**config.mk**
```make
export PLATFORM = sky130hd
export DESIGN_NAME = ext_bus_pin_config
export DESIGN_NICKNAME = d
export VERILOG_FILES = /design/src/ready_sense.v /design/src/ext_bus_pin_config.v
export VERILOG_INCLUDE_DIRS = /design/src
export SDC_FILE = /design/constraint.sdc
export NUM_CORES = 1
export LEC_CHECK = 0
export BUFFER_PORTS_ARGS = -buffer_cell sky130_fd_sc_hd__buf_2
export CORE_MARGIN = 1
export CORE_UTILIZATION = 35
export DETAILED_ROUTE_END_ITERATION = 10
export PLACE_DENSITY = 0.64
export SETUP_SLACK_MARGIN = 0.05
export SYNTH_ARGS = -nofsm -noshare
export SYNTH_HDL_FRONTEND = slang
export SYNTH_SLANG_ARGS = --single-unit
```
**constraint.sdc**
```tcl
create_clock -name pclk -period 0.9 [get_ports pclk]
set_input_delay 0.135 -clock pclk [delete_from_list [all_inputs] [get_ports pclk]]
set_output_delay 0.135 -clock pclk [all_outputs]
set_load 0.02 [all_outputs]
```
**src/pin_config_regs.vh**
```
// pin_config_regs.vh: offsets, field positions, reset values for the memory-bus pin config
// assumes inclusion by the config block and its bench
`ifndef PIN_CONFIG_REGS_VH
`define PIN_CONFIG_REGS_VH

// ************************************************************
// register map
// ************************************************************
`define PINCFG_ADDR_CONFIG   12'h000
`define PINCFG_ADDR_STATUS   12'h004
`define PINCFG_RESET_VALUE   32'h00000000
`define PINCFG_WRITE_MASK    32'hEE0333F3

// ************************************************************
// field positions
// ************************************************************
`define PINCFG_READY3_INV    31
`define PINCFG_READY2_INV    30
`define PINCFG_READY1_INV    29
`define PINCFG_READY3_CLAIM  27
`define PINCFG_READY2_CLAIM  26
`define PINCFG_READY1_CLAIM  25
`define PINCFG_LEVEL_SENSE   17
`define PINCFG_RESET_CLAIM   16
`define PINCFG_WSTROBE_CLAIM 13
`define PINCFG_OE_CLAIM      12
`define PINCFG_BS1_CLAIM     9
`define PINCFG_BS0_CLAIM     8
`define PINCFG_CS3_CLAIM     7
`define PINCFG_CS0_CLAIM     4
`define PINCFG_DHI_CLAIM     1
`define PINCFG_DLO_CLAIM     0

`endif

```
**src/ready_sense.v**
```verilog
// ready_sense.v: conditions one ready input: inversion, then level or edge detect
// assumes the pin input is synchronous to pclk
`timescale 1ns/1ps
`default_nettype none

module ready_sense (
	input  wire pclk,
	input  wire presetn,
	input  wire pin_in,
	input  wire invert,
	input  wire claim,
	input  wire level_sense,
	output reg  ready_out
);

	// ************************************************************
	// polarity and detect
	// ************************************************************
	wire polar;
	reg  prev_reg;
	reg  ready_next;

	assign polar = pin_in ^ invert;

	always @* begin
		if (!claim)
			ready_next = 1'b0;
		else if (level_sense)
			ready_next = polar;
		else
			ready_next = polar & ~prev_reg;
	end

	always @(posedge pclk or negedge presetn) begin
		if (!presetn) begin
			prev_reg  <= 1'b0;
			ready_out <= 1'b0;
		end else begin
			prev_reg  <= polar;
			ready_out <= ready_next;
		end
	end

endmodule // ready_sense

`default_nettype wire

```
**src/ext_bus_pin_config.v**
```verilog
// ext_bus_pin_config.v: APB config register that hands memory-bus pins to the bus interface
// assumes an APB master on pclk; pins are synchronous inputs; pin muxes follow the claim outputs
// assumes disable mode arrives as a level from the system configuration
// assumes paddr is a byte address with one aligned word per register
//
// Contract
// - ready inversion bits 31, 30, 29
// - ready pin claim bits 27, 26, 25
// - bit 17 set level, clear edge
// - bit 16 claims memory reset pin
// - bit 13 claims write strobe pin
// - disable mode frees all pins
// - unimplemented bits read zero, ignore writes
//
// The APB interface to the registers and the placing of the registers were chosen for this implementation.
`timescale 1ns/1ps
`default_nettype none
`include "pin_config_regs.vh"

module ext_bus_pin_config (
	input  wire        pclk,
	input  wire        presetn,
	input  wire        psel,
	input  wire        penable,
	input  wire        pwrite,
	input  wire [11:0] paddr,
	input  wire [31:0] pwdata,
	output wire        pready,
	output wire        pslverr,
	output reg  [31:0] prdata,
	input  wire        membus_disable_mode,
	input  wire        ready_in1,
	input  wire        ready_in2,
	input  wire        ready_in3,
	output wire [3:1]  ready_to_bus,
	output reg  [3:1]  ready_pin_claim,
	output reg         mem_reset_pin_claim,
	output reg         write_strobe_pin_claim,
	output reg         output_enable_pin_claim,
	output reg  [1:0]  byte_select_pin_claim,
	output reg  [3:0]  chip_select_pin_claim,
	output reg         data_high_lane_claim,
	output reg         data_low_lane_claim
);

	// ************************************************************
	// address decode
	// ************************************************************
	// one aligned word per register; every other address is refused
	function addr_hit(
		input [11:0] addr,
		input [11:0] target
	);
		addr_hit = (addr == target);
	endfunction

	// ************************************************************
	// bus decode
	// ************************************************************
	wire        access;
	wire        setup_read;
	wire        write_cfg;
	wire        hit_cfg;
	wire        hit_stat;

	assign access     = psel & penable;
	assign setup_read = psel & ~penable & ~pwrite;
	assign hit_cfg    = addr_hit(paddr, `PINCFG_ADDR_CONFIG);
	assign hit_stat   = addr_hit(paddr, `PINCFG_ADDR_STATUS);
	assign write_cfg  = access & pwrite & hit_cfg;
	assign pready     = 1'b1;
	// status is read-only, so a write to it is refused like a stray address
	assign pslverr    = access & ~hit_cfg & ~(hit_stat & ~pwrite);

	// ************************************************************
	// config register
	// ************************************************************
	reg  [31:0] config_reg;
	reg  [31:0] config_next;

	// unimplemented positions never store, so they read back as zero
	always @* begin
		config_next = config_reg;
		if (write_cfg)
			config_next = pwdata & `PINCFG_WRITE_MASK;
	end

	always @(posedge pclk or negedge presetn) begin
		if (!presetn)
			config_reg <= `PINCFG_RESET_VALUE;
		else
			config_reg <= config_next;
	end

	// ************************************************************
	// effective claims
	// ************************************************************
	// disable mode masks every field, so all pins fall back to general use
	wire [31:0] eff;
	assign eff = membus_disable_mode ? 32'h00000000 : config_reg;

	reg  [3:1]  ready_pin_claim_next;
	reg         mem_reset_pin_claim_next;
	reg         write_strobe_pin_claim_next;
	reg         output_enable_pin_claim_next;
	reg  [1:0]  byte_select_pin_claim_next;
	reg  [3:0]  chip_select_pin_claim_next;
	reg         data_high_lane_claim_next;
	reg         data_low_lane_claim_next;

	always @* begin
		ready_pin_claim_next         = {eff[`PINCFG_READY3_CLAIM], eff[`PINCFG_READY2_CLAIM],
			eff[`PINCFG_READY1_CLAIM]};
		mem_reset_pin_claim_next     = eff[`PINCFG_RESET_CLAIM];
		write_strobe_pin_claim_next  = eff[`PINCFG_WSTROBE_CLAIM];
		output_enable_pin_claim_next = eff[`PINCFG_OE_CLAIM];
		byte_select_pin_claim_next   = eff[`PINCFG_BS1_CLAIM:`PINCFG_BS0_CLAIM];
		chip_select_pin_claim_next   = eff[`PINCFG_CS3_CLAIM:`PINCFG_CS0_CLAIM];
		data_high_lane_claim_next    = eff[`PINCFG_DHI_CLAIM];
		data_low_lane_claim_next     = eff[`PINCFG_DLO_CLAIM];
	end

	// claims are registered so the pin muxes never see a decode glitch
	always @(posedge pclk or negedge presetn) begin
		if (!presetn) begin
			ready_pin_claim         <= 3'h0;
			mem_reset_pin_claim     <= 1'b0;
			write_strobe_pin_claim  <= 1'b0;
			output_enable_pin_claim <= 1'b0;
			byte_select_pin_claim   <= 2'h0;
			chip_select_pin_claim   <= 4'h0;
			data_high_lane_claim    <= 1'b0;
			data_low_lane_claim     <= 1'b0;
		end else begin
			ready_pin_claim         <= ready_pin_claim_next;
			mem_reset_pin_claim     <= mem_reset_pin_claim_next;
			write_strobe_pin_claim  <= write_strobe_pin_claim_next;
			output_enable_pin_claim <= output_enable_pin_claim_next;
			byte_select_pin_claim   <= byte_select_pin_claim_next;
			chip_select_pin_claim   <= chip_select_pin_claim_next;
			data_high_lane_claim    <= data_high_lane_claim_next;
			data_low_lane_claim     <= data_low_lane_claim_next;
		end
	end

	// ************************************************************
	// ready conditioning
	// ************************************************************
	wire [3:1]  ready_invert;
	wire [3:1]  ready_claim;
	wire        ready_level_sense;

	assign ready_invert      = {eff[`PINCFG_READY3_INV], eff[`PINCFG_READY2_INV],
		eff[`PINCFG_READY1_INV]};
	assign ready_claim       = ready_pin_claim_next;
	assign ready_level_sense = eff[`PINCFG_LEVEL_SENSE];

	// edge history runs while unclaimed, so a new claim on a pin that is
	// already high does not turn into a false ready pulse
	ready_sense u_ready1 (
		.pclk        (pclk),
		.presetn     (presetn),
		.pin_in      (ready_in1),
		.invert      (ready_invert[1]),
		.claim       (ready_claim[1]),
		.level_sense (ready_level_sense),
		.ready_out   (ready_to_bus[1])
	);

	ready_sense u_ready2 (
		.pclk        (pclk),
		.presetn     (presetn),
		.pin_in      (ready_in2),
		.invert      (ready_invert[2]),
		.claim       (ready_claim[2]),
		.level_sense (ready_level_sense),
		.ready_out   (ready_to_bus[2])
	);

	ready_sense u_ready3 (
		.pclk        (pclk),
		.presetn     (presetn),
		.pin_in      (ready_in3),
		.invert      (ready_invert[3]),
		.claim       (ready_claim[3]),
		.level_sense (ready_level_sense),
		.ready_out   (ready_to_bus[3])
	);

	// ************************************************************
	// read data
	// ************************************************************
	wire [31:0] status_word;
	reg  [31:0] read_word;
	reg  [31:0] prdata_next;

	assign status_word = {29'h00000000, ready_to_bus};

	// stray reads return zero alongside the error response
	always @* begin
		if (hit_cfg)
			read_word = config_reg;
		else if (hit_stat)
			read_word = status_word;
		else
			read_word = 32'h00000000;
	end

	// captured in the setup cycle, held until the next read setup
	always @* begin
		prdata_next = prdata;
		if (setup_read)
			prdata_next = read_word;
	end

	always @(posedge pclk or negedge presetn) begin
		if (!presetn)
			prdata <= 32'h00000000;
		else
			prdata <= prdata_next;
	end

endmodule // ext_bus_pin_config

`default_nettype wire

```
==> results.sh <==
export IMPL_rr_worst_depth=3
export IMPL_fin_skew_ns=0.00584
export IMPL_synth_seq_area_share_pct=60.8
export IMPL_fp_coreArea_mm2=0.00642
export IMPL_worstPathMaxFanout=2
export IMPL_cts_buffer_depth=2
export IMPL_drc_errors=18
export IMPL_peakVddDrop_uv=640
export IMPL_fmax_ghz=0.906
export IMPL_async_flop_share_pct=100
export IMPL_ys_seq_elements=57
export IMPL_top_level_ports=104
export IMPL_htree_levels=3
export IMPL_p_sw_w=0.00112
export IMPL_holdWs_ns=0.0283
export IMPL_first_global_vias=1627
export IMPL_dp_slack_ns=-0.493
export IMPL_syn_area_mm2=0.00234
export IMPL_nFillCells=555
export IMPL_vias=1609
export IMPL_grt_pass1_wl_um=8150
export IMPL_vias_per_cell=4.51
export IMPL_gr_usage_all_layers_pct=15.4
export IMPL_timing_critical_path_mode_cell="buf_4"
export IMPL_slowest_delay_ns=0.30
export IMPL_power_share_clock_pct=38.9
export IMPL_grt_overflow=0
export IMPL_synth_ff_type="dfrtp_1"
export IMPL_cp_num_buf_inv=3
export IMPL_switching_share_pct=23.6
export IMPL_port_buffers=75
export IMPL_wire_per_inst_um=13.8
export IMPL_status="finished, violations left"
export IMPL_diodes=0
export IMPL_critical_path_top_delay_family="buffers and inverters"
export IMPL_hp_class="input pin to register"
export IMPL_final_max_slew_viol_count=0
export IMPL_syn2layout_area_growth_pct=48.6
export IMPL_clk_pin_slew_ns=0.06
export IMPL_leakagePower_nw=1.87
export IMPL_clock_latency_ns=0.32
export IMPL_path_class="input pin to output port"
export IMPL_wl_um=4940
export IMPL_required_ns=0.76
export IMPL_crit_path_end_kind="output port"
export IMPL_synthCells=165
export IMPL_initial_core_util_pct=36.5
export IMPL_nNetsFinal=330
export IMPL_cts_buffers=9
export IMPL_p_per_area_mw_per_mm2=1370
export IMPL_avgSynthCellArea_um2=14.2
export IMPL_die_x_um=83.9
export IMPL_cp_depth=5
export IMPL_ant_nets=0
export IMPL_largest_reg_flops=19
export IMPL_worstSetupStartpointType="input pin"
export IMPL_synth_top_cell_by_area="dfrtp_1"
export IMPL_violations="DRC, setup timing"
export IMPL_p_seq_share_pct=53.9
export IMPL_synth_top_area_share_pct=60.8
export IMPL_synth_distinct_cells=25
export IMPL_dieHeight_um=83.9
export IMPL_drv_cap=0
export IMPL_drtIter0Drc=62
export IMPL_combPwrFrac_pct=7.3
export IMPL_layout_setup_ws_ns=-0.204
export IMPL_ys_warnings_count=0
export IMPL_rsz0062_at_grt="yes"
export IMPL_row_count=29
export IMPL_setup_viol=71
export IMPL_post_synth_top_count_cell="dfrtp_1"
export IMPL_hold_path_depth=2
export IMPL_synth_edf_count=0
export IMPL_synth_common_cells="57 x dfrtp_1, 18 x buf_4, 16 x a22o_1, 14 x nor2b_1, 10 x mux2_4"
export IMPL_antenna_found_initial=0
export IMPL_crit_arrival_ns=0.97
export IMPL_dr_pass1_iters=9
export IMPL_cts_tree="done"
export IMPL_drive_gt1_share_pct=56.1
export IMPL_yosys_top_cells_area="dfrtp_1 61%, mux2_4 6.4%, a22o_1 6.0%"
export IMPL_timing_final_crit_share_pct=123
export IMPL_path_cells="buf_6 -> nor4_4 -> buf_4 -> a41oi_2 -> buf_4"
export IMPL_fin_tns_setup_ns=-8.35
export IMPL_cp_slowest_cell="nor4_4"
export IMPL_grt_max_degree=58
export IMPL_finalWeightedCongestion=0.710
export IMPL_period_needed_ns=1.10
export IMPL_clock_sinks=57
export IMPL_p_int_w=0.00365
export IMPL_hold_violations=0
export IMPL_root_buffer="clkbuf_8"
export IMPL_die_area_mm2=0.00703
export IMPL_dp_hpwl_um=3190
## routing by layer
| layer | up-vias | global-route usage [%] | routed length, um |
|---|---|---|---|
| met1 | 775 | 20.3 | 2170 |
| met3 | 7 | 5.14 | 321 |
| met5 | - | 0 | 0 |
| met2 | 62 | 23.5 | 2390 |
| met4 | 0 | 5.64 | 57 |
| li1 | 765 | - | - |
## cell families after synthesis
logic type	after synthesis	synth area share [%]
AND/OR/NAND/NOR	39	12.2
AO/OA/AOI/OAI	20	7.31
multiplexers	20	11.1
XOR/XNOR	3	1.12
other	2	0.320
buffers and inverters	24	7.10
flip-flops	57	60.8
## worst paths after layout
| kind | startpoint | endpoint | slack [ns] |
|---|---|---|---|
| setup / recovery | paddr[8] | pslverr | -0.20 |
| hold reg to reg | config_reg[6] | prdata[6] | 0.50 |
| min in group asynchronous | presetn | output_enable_pin_claim | 0.34 |
| max in group asynchronous | presetn | config_reg[27] | 0.31 |
| hold / removal | ready_in2 | u_ready2.prev_reg | 0.03 |
| setup reg to reg | prdata[5] | prdata[5] | -0.05 |
## area by class of cell
cell class              instances  area (um2)  share of cell area [%]
multi-input cells              96         853                    24.5
well taps                      77        96.3                    2.76
clock inverters                 5        25.0                   0.718
clock buffers                   9         124                    3.55
flip-flops and latches         57        1430                    40.9
repair buffers                113         960                    27.5
## stage by stage
stage | utilization [%] | power (W) | area [um2] | std cells
global route | 54.3 | 0.00501 | 3480 | 357
detailed placement | 43.9 | 0.00293 | 2820 | 318
global placement | 43.9 | 0.00293 | 2820 | 318
CTS | 52.7 | 0.00484 | 3390 | 348
floorplan | - | 0.00279 | 2440 | 177
finish | 54.3 | 0.00478 | 3480 | 357
## what timing repair did
| item | CTS | global route |
|---|---|---|
| hold buffers | 1 | 0 |
| pin swaps | 7 | 7 |
| setup endpoints to repair | 76 | 77 |
| setup buffers | 14 | 9 |
| hold endpoints to repair | 57 | 0 |
| resized for setup | 87 | 6 |
| gates cloned | 1 | 0 |
## power by group through the flow
| stage | sequential (W) | clock [W] | combinational (W) |
|---|---|---|---|
| after floorplan | 0.00262 | 0 | 0.000167 |
| after global placement | 0.00262 | 0 | 0.000311 |
| after detailed placement | 0.00262 | 0 | 0.000313 |
| after CTS | 0.00257 | 0.00192 | 0.000341 |
| after global routing | 0.00257 | 0.00205 | 0.000383 |
| final | 0.00257 | 0.00186 | 0.000347 |
## cell usage in the layout, fill, tap and decap left out, drive strengths merged, types with 2 or more instances in the layout
| cell | n |
|---|---|
| a22o | 16 |
| and3 | 3 |
| buf | 112 |
| clkbuf | 9 |
| clkinv | 5 |
| conb | 14 |
| dfrtp | 57 |
| mux2 | 18 |
| mux2i | 2 |
| nand2 | 6 |
| nand2b | 6 |
| nand3 | 2 |
| nor2b | 14 |
| nor4 | 2 |
| o31ai | 3 |
| xnor2 | 3 |
Power figures use the tool's default switching activity.
